--- config.mk ---
export PLATFORM = sky130hd
export DESIGN_NAME = psc_cmd_fsm
export DESIGN_NICKNAME = d
export VERILOG_FILES = /design/src/logic/psc_pkg.sv /design/src/logic/psc_conv_timer.sv /design/src/logic/psc_cmd_fsm.sv
export SDC_FILE = /design/constraint.sdc
export NUM_CORES = 1
export LEC_CHECK = 0
export CORE_MARGIN = 2
export CORE_UTILIZATION = 50
export CTS_CLUSTER_DIAMETER = 120
export DETAILED_ROUTE_END_ITERATION = 8
export DONT_BUFFER_PORTS = 1
export MAX_ROUTING_LAYER = met4
export PLACE_DENSITY = 0.73
export SKIP_LAST_GASP = 1
export SLEW_MARGIN = 20
export SYNTH_ARGS = -nofsm -noshare
export SYNTH_HDL_FRONTEND = slang
export SYNTH_HIERARCHICAL = 1
export SYNTH_SLANG_ARGS = --single-unit
--- constraint.sdc ---
create_clock -name i_sys_clk -period 5.8 [get_ports i_sys_clk]
set_input_delay 0.58 -clock i_sys_clk [delete_from_list [all_inputs] [get_ports i_sys_clk]]
set_output_delay 0.58 -clock i_sys_clk [all_outputs]
set_load 0.02 [all_outputs]
--- src/logic/psc_pkg.sv ---
// shared constants and types for the pressure sensor command block
package psc_pkg;
  // system clock period
  localparam int unsigned SYS_CLK_NS = 20;
  // conversion times per setting, in ns (typical)
  localparam int unsigned T_CON1_NS = 395000;
  localparam int unsigned T_CON2_NS = 790000;
  localparam int unsigned T_CON3_NS = 1580000;
  localparam int unsigned T_CON4_NS = 3160000;
  // extra time for the temperature pass and correction refresh
  localparam int unsigned T_TEMP_NS = 500000;
  // reset and boot load time
  localparam int unsigned T_BOOT_NS = 10000;
  localparam int unsigned CON1_CYC = T_CON1_NS / SYS_CLK_NS;
  localparam int unsigned CON2_CYC = T_CON2_NS / SYS_CLK_NS;
  localparam int unsigned CON3_CYC = T_CON3_NS / SYS_CLK_NS;
  localparam int unsigned CON4_CYC = T_CON4_NS / SYS_CLK_NS;
  localparam int unsigned TEMP_CYC = T_TEMP_NS / SYS_CLK_NS;
  localparam int unsigned BOOT_CYC = T_BOOT_NS / SYS_CLK_NS;
  // timer and data widths
  localparam int unsigned CNT_W = 20;
  localparam int unsigned DATA_W = 24;
  // temperature pass on this counter value, one every 256 conversions
  localparam logic [7:0] TEMP_EVERY_LAST = 8'hff;
  // command byte encodings
  localparam logic [7:0] CMD_RESET = 8'h72;
  localparam logic [7:0] CMD_IDLE = 8'h94;
  localparam logic [7:0] CMD_RESULT = 8'hc0;
  localparam logic [7:0] CMD_STATUS = 8'h80;
  localparam logic [5:0] CMD_ACTIVE_HI = 6'h28;
  localparam logic [5:0] CMD_FILTER_HI = 6'h2c;
  // answer codes on the first returned byte
  localparam logic [7:0] ANS_ACK = 8'ha5;
  localparam logic [7:0] ANS_NACK = 8'h5a;
  // reset values
  localparam logic [1:0] MODE_RST = 2'h0;
  localparam logic [1:0] CUTOFF_RST = 2'h0;
  localparam logic [7:0] TEMP_CNT_RST = 8'hff;

  typedef enum logic [1:0] {
    PSC_MODE_FASTEST,
    PSC_MODE_SECOND,
    PSC_MODE_THIRD,
    PSC_MODE_SLOWEST
  } psc_mode_t;

  typedef enum logic [2:0] {
    PSC_C_NONE,
    PSC_C_RESET,
    PSC_C_ACTIVE,
    PSC_C_RESULT,
    PSC_C_IDLE,
    PSC_C_FILTER,
    PSC_C_STATUS
  } psc_cmd_t;

  typedef enum logic [1:0] {
    PSC_ST_SHUTDOWN,
    PSC_ST_BOOT,
    PSC_ST_IDLE,
    PSC_ST_ACTIVE
  } psc_state_t;
endpackage : psc_pkg

--- src/logic/psc_conv_timer.sv ---
// conversion timer: one done pulse per conversion, longer on temperature passes
`timescale 1ns/100ps
module psc_conv_timer
  import psc_pkg::*;
#(
  parameter logic [CNT_W-1:0] FASTEST_CONVERSION_SETTING_CYC = CON1_CYC[CNT_W-1:0],
  parameter logic [CNT_W-1:0] SECOND_CONVERSION_SETTING_CYC = CON2_CYC[CNT_W-1:0],
  parameter logic [CNT_W-1:0] THIRD_CONVERSION_SETTING_CYC = CON3_CYC[CNT_W-1:0],
  parameter logic [CNT_W-1:0] SLOWEST_CONVERSION_SETTING_CYC = CON4_CYC[CNT_W-1:0],
  parameter logic [CNT_W-1:0] EXTRA_CYC = TEMP_CYC[CNT_W-1:0]
) (
  // clock and reset
  input wire logic i_sys_clk,
  input wire logic i_rst_n,
  // control
  input wire logic i_start,
  input wire logic i_stop,
  input wire psc_mode_t i_mode,
  input wire logic i_with_temp,
  // status
  output logic o_done,
  output logic o_busy
);
  logic [CNT_W-1:0] cnt_q;
  logic [CNT_W-1:0] cnt_d;
  logic [CNT_W-1:0] base_cyc;
  logic busy_q;
  logic busy_d;

  // nominal length per setting
  assign base_cyc = (i_mode == PSC_MODE_FASTEST) ? FASTEST_CONVERSION_SETTING_CYC :
                    (i_mode == PSC_MODE_SECOND) ? SECOND_CONVERSION_SETTING_CYC :
                    (i_mode == PSC_MODE_THIRD) ? THIRD_CONVERSION_SETTING_CYC : SLOWEST_CONVERSION_SETTING_CYC;
  assign o_done = busy_q && (cnt_q == {{(CNT_W-1){1'b0}}, 1'b1});
  assign o_busy = busy_q;

  // start wins over a running count so a restart is exact
  assign busy_d = i_stop ? 1'b0 : (i_start ? 1'b1 : (o_done ? 1'b0 : busy_q));
  assign cnt_d = i_start ? (base_cyc + (i_with_temp ? EXTRA_CYC : '0)) :
                 (busy_q ? cnt_q - 1'b1 : cnt_q);

  // down counter
  always_ff @(posedge i_sys_clk) begin
    if (!i_rst_n) begin
      cnt_q <= '0;
      busy_q <= 1'b0;
    end else begin
      cnt_q <= cnt_d;
      busy_q <= busy_d;
    end
  end
endmodule : psc_conv_timer

--- src/logic/psc_cmd_fsm.sv ---
// command interpreter of the pressure sensor: serial command byte in, state machine, answers out
//
// Operation
// - deliver corrected pressure as 24-bit value
// - fastest setting converts in 0.395 ms
// - second setting converts in 0.790 ms
// - third setting converts in 1.58 ms
// - slowest setting converts in 3.16 ms
// - every 256th conversion adds temperature correction
// - reset command reboots then enters shutdown
// - activate starts conversion, booting first from shutdown
// - ignored commands answer NACK, keep state
// - result read while active returns latest value
// - result read while idle: ACK, no result
// - idle from shutdown boots; idle keeps idle
// - filter write in idle changes cutoff
// - completion output goes low when conversion done
`timescale 1ns/100ps
module psc_cmd_fsm
  import psc_pkg::*;
#(
  parameter int unsigned FASTEST_CONVERSION_SETTING_CYC = CON1_CYC,
  parameter int unsigned SECOND_CONVERSION_SETTING_CYC = CON2_CYC,
  parameter int unsigned THIRD_CONVERSION_SETTING_CYC = CON3_CYC,
  parameter int unsigned SLOWEST_CONVERSION_SETTING_CYC = CON4_CYC,
  parameter int unsigned EXTRA_CYC = TEMP_CYC
) (
  // clock and reset
  input wire logic i_sys_clk,
  input wire logic i_rst_n,
  // serial link pins from the host
  input wire logic i_link_clk,
  input wire logic i_link_cs_n,
  input wire logic i_link_mosi,
  output logic o_link_miso,
  // strap
  input wire logic i_proto_sel,
  // converter front end, same clock
  input wire logic [psc_pkg::DATA_W-1:0] i_bridge_sample,
  input wire logic [psc_pkg::DATA_W-1:0] i_temp_offset,
  // status
  output logic o_conversion_done_n,
  output logic o_cmd_ack,
  output logic o_cmd_nack
);
  import psc_pkg::*;

  // decode a received byte into a command class
  function automatic psc_cmd_t decode_cmd(input logic [7:0] b);
    psc_cmd_t c;
    c = PSC_C_NONE;
    if (b == CMD_RESET) c = PSC_C_RESET;
    else if (b == CMD_IDLE) c = PSC_C_IDLE;
    else if (b == CMD_RESULT) c = PSC_C_RESULT;
    else if (b == CMD_STATUS) c = PSC_C_STATUS;
    else if (b[7:2] == CMD_ACTIVE_HI) c = PSC_C_ACTIVE;
    else if (b[7:2] == CMD_FILTER_HI) c = PSC_C_FILTER;
    return c;
  endfunction : decode_cmd

  // synchronisers, two stages so edges are found on settled copies
  logic [1:0] clk_sync_q;
  logic [1:0] cs_sync_q;
  logic [1:0] mosi_sync_q;
  logic [1:0] psel_sync_q;
  logic clk_last_q;
  logic rise;
  logic fall;
  logic cs_act;

  always_ff @(posedge i_sys_clk) begin
    if (!i_rst_n) begin
      clk_sync_q <= 2'h0;
      cs_sync_q <= 2'h3;
      mosi_sync_q <= 2'h0;
      psel_sync_q <= 2'h0;
      clk_last_q <= 1'b0;
    end else begin
      clk_sync_q <= {clk_sync_q[0], i_link_clk};
      cs_sync_q <= {cs_sync_q[0], i_link_cs_n};
      mosi_sync_q <= {mosi_sync_q[0], i_link_mosi};
      psel_sync_q <= {psel_sync_q[0], i_proto_sel};
      clk_last_q <= clk_sync_q[1];
    end
  end

  assign cs_act = !cs_sync_q[1];
  assign rise = cs_act && clk_sync_q[1] && !clk_last_q;
  assign fall = cs_act && !clk_sync_q[1] && clk_last_q;

  // command byte receiver: only the first byte of a frame is a command
  logic [7:0] rx_q;
  logic [3:0] bits_q;
  logic cmd_stb;
  logic [7:0] rx_byte;

  assign rx_byte = {rx_q[6:0], mosi_sync_q[1]};
  assign cmd_stb = rise && (bits_q == 4'h7);

  always_ff @(posedge i_sys_clk) begin
    if (!i_rst_n || !cs_act) begin
      rx_q <= 8'h00;
      bits_q <= 4'h0;
    end else if (rise && bits_q != 4'h8) begin
      rx_q <= rx_byte;
      bits_q <= bits_q + 4'h1;
    end
  end

  // state machine and settings
  psc_state_t state_q;
  psc_state_t state_d;
  psc_state_t target_q;
  psc_state_t target_d;
  psc_mode_t mode_q;
  psc_mode_t mode_d;
  logic [1:0] cutoff_q;
  logic [1:0] cutoff_d;
  logic [CNT_W-1:0] boot_q;
  logic [CNT_W-1:0] boot_d;
  psc_cmd_t cmd;
  logic ack;
  logic conv_start;
  logic conv_stop;
  logic conv_done;
  logic temp_pass;

  assign cmd = cmd_stb ? decode_cmd(rx_byte) : PSC_C_NONE;

  always_comb begin
    state_d = state_q;
    target_d = target_q;
    mode_d = mode_q;
    cutoff_d = cutoff_q;
    ack = 1'b0;
    boot_d = (state_q == PSC_ST_BOOT && boot_q != '0) ? boot_q - 1'b1 : boot_q;
    conv_start = 1'b0;
    unique case (cmd)
      PSC_C_RESET: begin
        state_d = PSC_ST_BOOT;
        target_d = PSC_ST_SHUTDOWN;
        // a reset command returns mode and cutoff to defaults; temperature counter, offset and result are kept
        mode_d = psc_mode_t'(MODE_RST);
        cutoff_d = CUTOFF_RST;
        boot_d = BOOT_CYC[CNT_W-1:0];
        ack = 1'b1;
      end
      PSC_C_ACTIVE: begin
        if (state_q == PSC_ST_SHUTDOWN) begin
          state_d = PSC_ST_BOOT;
          target_d = PSC_ST_ACTIVE;
          boot_d = BOOT_CYC[CNT_W-1:0];
          mode_d = psc_mode_t'(rx_byte[1:0]);
          ack = 1'b1;
        end else if (state_q == PSC_ST_IDLE) begin
          state_d = PSC_ST_ACTIVE;
          mode_d = psc_mode_t'(rx_byte[1:0]);
          conv_start = 1'b1;
          ack = 1'b1;
        end
      end
      PSC_C_RESULT: ack = (state_q == PSC_ST_ACTIVE) || (state_q == PSC_ST_IDLE);
      PSC_C_IDLE: begin
        if (state_q == PSC_ST_SHUTDOWN) begin
          state_d = PSC_ST_BOOT;
          target_d = PSC_ST_IDLE;
          boot_d = BOOT_CYC[CNT_W-1:0];
          ack = 1'b1;
        end else if (state_q != PSC_ST_BOOT) begin
          state_d = PSC_ST_IDLE;
          ack = 1'b1;
        end
      end
      PSC_C_FILTER: begin
        if (state_q == PSC_ST_IDLE || state_q == PSC_ST_ACTIVE) begin
          cutoff_d = rx_byte[1:0];
          ack = 1'b1;
        end
      end
      PSC_C_STATUS: ack = 1'b1;
      default: begin
        if (state_q == PSC_ST_BOOT && boot_q == '0) begin
          state_d = target_q;
          conv_start = (target_q == PSC_ST_ACTIVE);
        end
      end
    endcase
    if (conv_done && state_d == PSC_ST_ACTIVE && state_q == PSC_ST_ACTIVE) begin
      conv_start = 1'b1; // back-to-back conversions while active
    end
  end

  // boot is entered after power-on reset too
  always_ff @(posedge i_sys_clk) begin
    if (!i_rst_n) begin
      state_q <= PSC_ST_BOOT;
      target_q <= PSC_ST_SHUTDOWN;
      boot_q <= BOOT_CYC[CNT_W-1:0];
      mode_q <= psc_mode_t'(MODE_RST);
      cutoff_q <= CUTOFF_RST;
    end else begin
      state_q <= state_d;
      target_q <= target_d;
      boot_q <= boot_d;
      mode_q <= mode_d;
      cutoff_q <= cutoff_d;
    end
  end

  // conversion timing
  assign conv_stop = (state_d != PSC_ST_ACTIVE);

  psc_conv_timer #(
    .FASTEST_CONVERSION_SETTING_CYC(FASTEST_CONVERSION_SETTING_CYC[CNT_W-1:0]),
    .SECOND_CONVERSION_SETTING_CYC(SECOND_CONVERSION_SETTING_CYC[CNT_W-1:0]),
    .THIRD_CONVERSION_SETTING_CYC(THIRD_CONVERSION_SETTING_CYC[CNT_W-1:0]),
    .SLOWEST_CONVERSION_SETTING_CYC(SLOWEST_CONVERSION_SETTING_CYC[CNT_W-1:0]),
    .EXTRA_CYC(EXTRA_CYC[CNT_W-1:0])
  ) u_timer (
    .i_sys_clk(i_sys_clk),
    .i_rst_n(i_rst_n),
    .i_start(conv_start && !conv_stop),
    .i_stop(conv_stop),
    .i_mode(mode_d),
    .i_with_temp(temp_pass),
    .o_done(conv_done),
    .o_busy()
  );

  // temperature pass counter: wraps so one conversion in 256 is long
  logic [7:0] temp_cnt_q;
  logic [DATA_W-1:0] offset_q;
  logic [DATA_W-1:0] corr;
  logic [DATA_W-1:0] result_q;
  logic [DATA_W-1:0] filt_step;
  logic temp_now_q;

  assign temp_pass = (temp_cnt_q == TEMP_EVERY_LAST);
  assign corr = i_bridge_sample - offset_q;
  assign filt_step = DATA_W'($signed(corr - result_q) >>> cutoff_q);

  always_ff @(posedge i_sys_clk) begin
    if (!i_rst_n) begin
      temp_cnt_q <= TEMP_CNT_RST;
      temp_now_q <= 1'b0;
      offset_q <= '0;
      result_q <= '0;
    end else begin
      if (conv_start && !conv_stop) begin
        temp_cnt_q <= temp_cnt_q + 8'h01;
        temp_now_q <= temp_pass;
      end
      if (conv_done && temp_now_q) begin
        offset_q <= i_temp_offset;
      end
      if (conv_done) begin
        result_q <= result_q + filt_step;
      end
    end
  end

  // completion output: low on done, high on read or leaving active
  logic done_n_q;

  always_ff @(posedge i_sys_clk) begin
    if (!i_rst_n) begin
      done_n_q <= 1'b1;
    end else if (conv_done && state_q == PSC_ST_ACTIVE) begin
      done_n_q <= 1'b0;
    end else if (cmd == PSC_C_RESULT || state_q != PSC_ST_ACTIVE) begin
      done_n_q <= 1'b1;
    end
  end

  assign o_conversion_done_n = done_n_q;

  // answer: code byte then 24 data bits, loaded on the fall after the command
  logic [31:0] ans_q;
  logic [31:0] ans_pend_q;
  logic load_q;
  logic [DATA_W-1:0] payload;
  logic [7:0] status_code;

  assign status_code = {psel_sync_q[1], 1'b0, state_q, mode_q, cutoff_q};
  assign payload = (cmd == PSC_C_RESULT && state_q == PSC_ST_ACTIVE) ? result_q :
                   (cmd == PSC_C_STATUS) ? {16'h0000, status_code} : '0;

  always_ff @(posedge i_sys_clk) begin
    if (!i_rst_n || !cs_act) begin
      ans_q <= '0;
      ans_pend_q <= '0;
      load_q <= 1'b0;
    end else if (cmd_stb) begin
      ans_pend_q <= {(ack ? ANS_ACK : ANS_NACK), payload};
      load_q <= 1'b1;
    end else if (fall) begin
      ans_q <= load_q ? ans_pend_q : {ans_q[30:0], 1'b0};
      load_q <= 1'b0;
    end
  end

  assign o_link_miso = ans_q[31];
  assign o_cmd_ack = cmd_stb && ack;
  assign o_cmd_nack = cmd_stb && !ack;
endmodule : psc_cmd_fsm

-- Word-level counts from Yosys, hierarchy flattened
Cells that the tools add are included.
- add/sub/neg operators: 8
- equal/unequal tests: 29
- shift-type cells: 1
- muxes and demuxes: 50
- bitwise operators: 2
- reductions and logical operators: 44
- operators by type and width (cell ; count):
    20-bit 2-to-1 mux ; 6
    24-bit subtractor ; 2
    20-bit case mux with 2 select lines ; 1
    20-bit by 1-bit subtractor with 20-bit output (second input constant) ; 2
    8-bit equality test (second input constant) ; 4
    32-bit 2-to-1 mux ; 1
    24-bit adder ; 1
    24-bit 2-to-1 mux ; 1
    24-bit by 2-bit >>> shifter with 24-bit output ; 1
    3-bit 2-to-1 mux ; 7
    20-bit adder ; 1
    20-bit by 1-bit equality test with 1-bit output (second input constant) ; 1
    20-bit zero test ; 1
    2-bit 2-to-1 mux ; 10
    20-bit nonzero test ; 1
    18-bit 2-to-1 mux ; 1
    1-bit logical AND ; 17
    8-bit 2-to-1 mux ; 2
    15-bit 2-to-1 mux ; 1
    1-bit 2-to-1 mux ; 14
    6-bit equality test (second input constant) ; 2
    2-bit equality test (second input constant) ; 5
    2-bit inequality test (second input constant) ; 5
    2-bit nonzero test ; 5
    25 further kinds ; 42
- flip-flop bits (word level): 192
- input port bits: 54
- output and inout port bits: 4
- word-level logic and storage cells: 156

-- Longest topological paths before layout
- depth after elaboration: 17
- depth in mapped cells: 21
- gate-level depth less buffers: 21

-- Cells and area by module
The synthesis kept the hierarchy.
- modules (own cells, without submodules) (module ; instances ; cells an instance ; area each (um2) ; seq. area each (um2)):
    psc_cmd_fsm ; 1 ; 1213 ; 10201.0 ; 3303.2
    psc_conv_timer ; 1 ; 192 ; 1571.5 ; 420.4

-- Least setup slack after synthesis
Ideal clock, no wire load.
- path kind: input-to-reg
- from: in i_bridge_sample[2] (netlist bit)
- to: reg result_q[22]
- library setup time: 126 ps
- arrival time: 4878 ps
- required time: 5674 ps
- slack: 795 ps
- stages: 16
- buffers on the path: 0
- path through: fa_1 -> ha_1 -> a21oi_2 -> a2111oi_1 -> o311ai_1 -> a21boi_0 -> o2111a_1 -> or3_1 -> and2_1 -> mux4_2 -> ha_1 -> and3_1 -> and3_1 -> a2111oi_1 -> a211o_1 -> o211ai_1
- cells in the longest elaborated chain, start to end: 4
- RTL lines (what ; line ; text):
    start: declaration ; psc_cmd_fsm.sv:39 ; input wire logic [psc_pkg::DATA_W-1:0] i_bridge_sample,
    24-bit subtractor ; psc_cmd_fsm.sv:239 ; assign corr = i_bridge_sample - offset_q;
    24-bit subtractor ; psc_cmd_fsm.sv:240 ; assign filt_step = DATA_W'($signed(corr - result_q) >>> cutoff_q);
    24-bit by 2-bit >>> shifter with 24-bit output ; psc_cmd_fsm.sv:240 ;
    24-bit adder ; psc_cmd_fsm.sv:257 ; result_q <= result_q + filt_step;
    end signal: assignment ; psc_cmd_fsm.sv:257 ;
    end: declaration ; psc_cmd_fsm.sv:234 ; logic [DATA_W-1:0] result_q;
Every way passes these cells.
A chain may end at the register's enable or synchronous reset.

-- Worst setup path in the final report
- from: reg result_q[2]
- to: reg result_q[20]
- cells in the longest elaborated chain, start to end: 3
- RTL lines (what ; line):
    24-bit subtractor ; psc_cmd_fsm.sv:240
    24-bit by 2-bit >>> shifter with 24-bit output ; psc_cmd_fsm.sv:240
    24-bit adder (*) ; psc_cmd_fsm.sv:257
Every way passes the cells marked *; elsewhere a longest branch is shown, timed or not.

==> impl_metrics.tcl <==
set metrics [dict create \
    status "finished clean" \
    grt_pass1_vias 8722 \
    ys_types 78 \
    cp.arrival_ns 5.56 \
    cts_tree "yes" \
    synthCells 1405 \
    final_hold_viol_count 0 \
    crit_path_end_kind "flip-flop" \
    cts_hold_buf 0 \
    fin_crit_ns 5.28 \
    yosysTopAreaCellShare_pct 31.6 \
    drv_slew 0 \
    die_w_um 157 \
    gp_congestion 0.924 \
    cts-htree-levels 4 \
    dp_hpwl_um 18800 \
    leakagePower_nw 4.42 \
    antenna_found_initial 0 \
    synth_most_common_cell "dfxtp_1" \
    final-seq-area_mm2 0.00372 \
    synth_nets 1549 \
    grt_pass1_wl_um 42400 \
    io_buffers 0 \
    cts_setup_buffers 0 \
    required_ns 6.09 \
    vdd_drop_max_mv 0.168 \
    synth_top_area_cell "dfxtp_1" \
    dr_total_vias 9593 \
    timing.fmax_mhz 189 \
    final_layout_size_suffix_gt1_share_pct 5.42 \
    clkLatencyLatePin_ns 0.44 \
    cts.sinks 186 \
    drc 0 \
    synth-seq-cells 186 \
    ant_nets 0 \
    rows 56 \
    grt.overflow.total 0 \
    multi_input_area_mm2 0.00753 \
    syn2layout_area_growth_pct 7.09 \
    skew_ns 0.0149 \
    rsz0062_at_grt "false" \
    synth_edf_count 0 \
    start_kind "flip-flop" \
    synthTopCellsByArea "dfxtp_1, ha_1, mux2i_1" \
    num-fill-cells 2205 \
    clockBufferDepth 2 \
    avgRoutedWirePerCell_um 15.0 \
    syn_area_mm2 0.0118 \
    fin_crit_sh_pct 91.0 \
    initial_core_util_pct 50.6 \
    synthFlopType "dfxtp_1" \
    n_antenna_cell 0 \
    avgSynthCellArea_um2 8.38 \
    synth_common_cells "dfxtp_1, nor2_1, nand2_1" \
    path_max_fanout 6 \
    io_pins 58 \
    clk_pin_slew_ns 0.07 \
    async_flop_share_pct 0 \
    ys_seq_area_share_pct 31.6 \
    fp.dieH_um 157 \
    power.density_mw_per_mm2 214 \
    cts_made_buffers 17 \
    drt_wl_total_um 25600 \
    core_mm2 0.0233 \
    worstSetupPathType "reg2reg" \
    nets 1515 \
    cap_violations 0 \
    viasPerCell 5.63 \
    fin_cells 1703 \
    cts-resized-gates 0 \
    maxSlewHeadroom_pct 34.3 \
    cts_root_buf "clkbuf_16" \
    dieArea_mm2 0.0248 \
    grt.total_usage_pct 21.5 \
    yosysWarnings 6 \
    worst_pin_slew_ns 0.984 \
    fin_setup_tns_ns 0 \
    grt_max_degree 71 \
    hold_path_class "in2reg" \
    final-setup-viol-count 0 \
    dp.cells 1671 \
    first_iter_violations 592 \
    first_pass_iters 5 \
]
## state kept, by name (all words and copies together), names as in the netlist, 4 cells and up
register / cells
result_q: 24
offset_q: 24
bits_q: 4
u_timer/cnt_q: 20
temp_cnt_q: 8
rx_q: 7
ans_q: 32
ans_pend_q: 26
boot_q: 20
## layer usage
metal / global-route usage [%] / routed length [um] / vias up
met1: 29.8 / 12900 / 4454
li1: - / - / 4938
met5: - / 0 / -
met4: 5.02 / 277 / 0
met2: 33.4 / 11500 / 177
met3: 3.06 / 901 / 24
## worst max-delay path, cell delays in order, from the launching register on
cell       delay (ns)
dfxtp_1          0.40
inv_1            0.09
fa_1             0.44
ha_1             0.41
a211oi_1         0.14
o21ai_0          0.43
nand3_1          0.18
nand2_1          0.16
xor2_1           0.27
mux2i_1          0.11
mux2i_1          0.17
ha_1             0.31
a2111oi_0        0.60
a21bo_2          0.27
nand4_1          0.15
and3_1           0.21
a2111oi_1        0.38
buf_4            0.20
xor2_1           0.15
o31ai_1          0.08
## cells in the final DEF (no fill, tap or decap), types with 18 or more instances in the layout
| cell type | instances |
|---|---|
| dfxtp_1 | 185 |
| inv_1 | 73 |
| a21oi_1 | 96 |
| o21ai_0 | 38 |
| ha_1 | 66 |
| and2_1 | 20 |
| a211oi_1 | 60 |
| mux2i_1 | 76 |
| nand2_1 | 126 |
| a22oi_1 | 18 |
| nor3_1 | 23 |
| xor2_1 | 31 |
| nand3_1 | 33 |
| xnor2_1 | 53 |
| nor2_1 | 169 |
| fa_1 | 24 |
## power by group
part	leakage (nW)	internal, W	switching (W)
Clock	0.291	0.000623	0.000550
Combinational	2.63	0.0000994	0.000142
Sequential	1.50	0.00128	0.00000571
Total	4.42	0.00201	0.000698
## area by class of cell
class	instances	area share [%]
Tap cell	319	3.17
Sequential cell	186	29.5
Multi-Input combinational cell	1080	59.7
Timing Repair Buffer	9	0.536
Clock inverter	14	1.23
Inverter	77	2.29
Clock buffer	18	3.48
## worst paths after layout
kind / start / to / slack, ns / cells after the start
setup / recovery: result_q[2] / result_q[20] / 0.52 / 19
hold / removal: i_rst_n / temp_cnt_q[1] / 0.22 / 1
setup reg to reg: result_q[2] / result_q[20] / 0.52 / 19
hold reg to reg: cs_sync_q[0] / cs_sync_q[1] / 0.41 / 1
## stage by stage
step           util (%)  hold WS, ns  setup slack (ns)  power, W  cell area (um2)
3_3_place_gp       51.6        0.401             0.464   0.00156            12000
4_1_cts            54.2        0.201             0.502   0.00272            12600
3_5_place_dp       51.6        0.402             0.410   0.00156            12000
2_1_floorplan         -        0.386             0.795   0.00152            11800
6_report           54.2        0.220             0.522   0.00270            12600
5_1_grt            54.2        0.202            0.0337   0.00280            12600
## kinds of logic after synthesis
group / count (synthesis) / share of synthesized area [%]
compound gates: 326 / 18.5
xor+xnor: 84 / 6.25
fa+ha+maj: 90 / 11.1
buf+inv: 139 / 4.45
flops: 186 / 31.6
mux: 80 / 7.13
simple gates: 500 / 20.9
No activity file was read; power rests on OpenSTA's default activity.
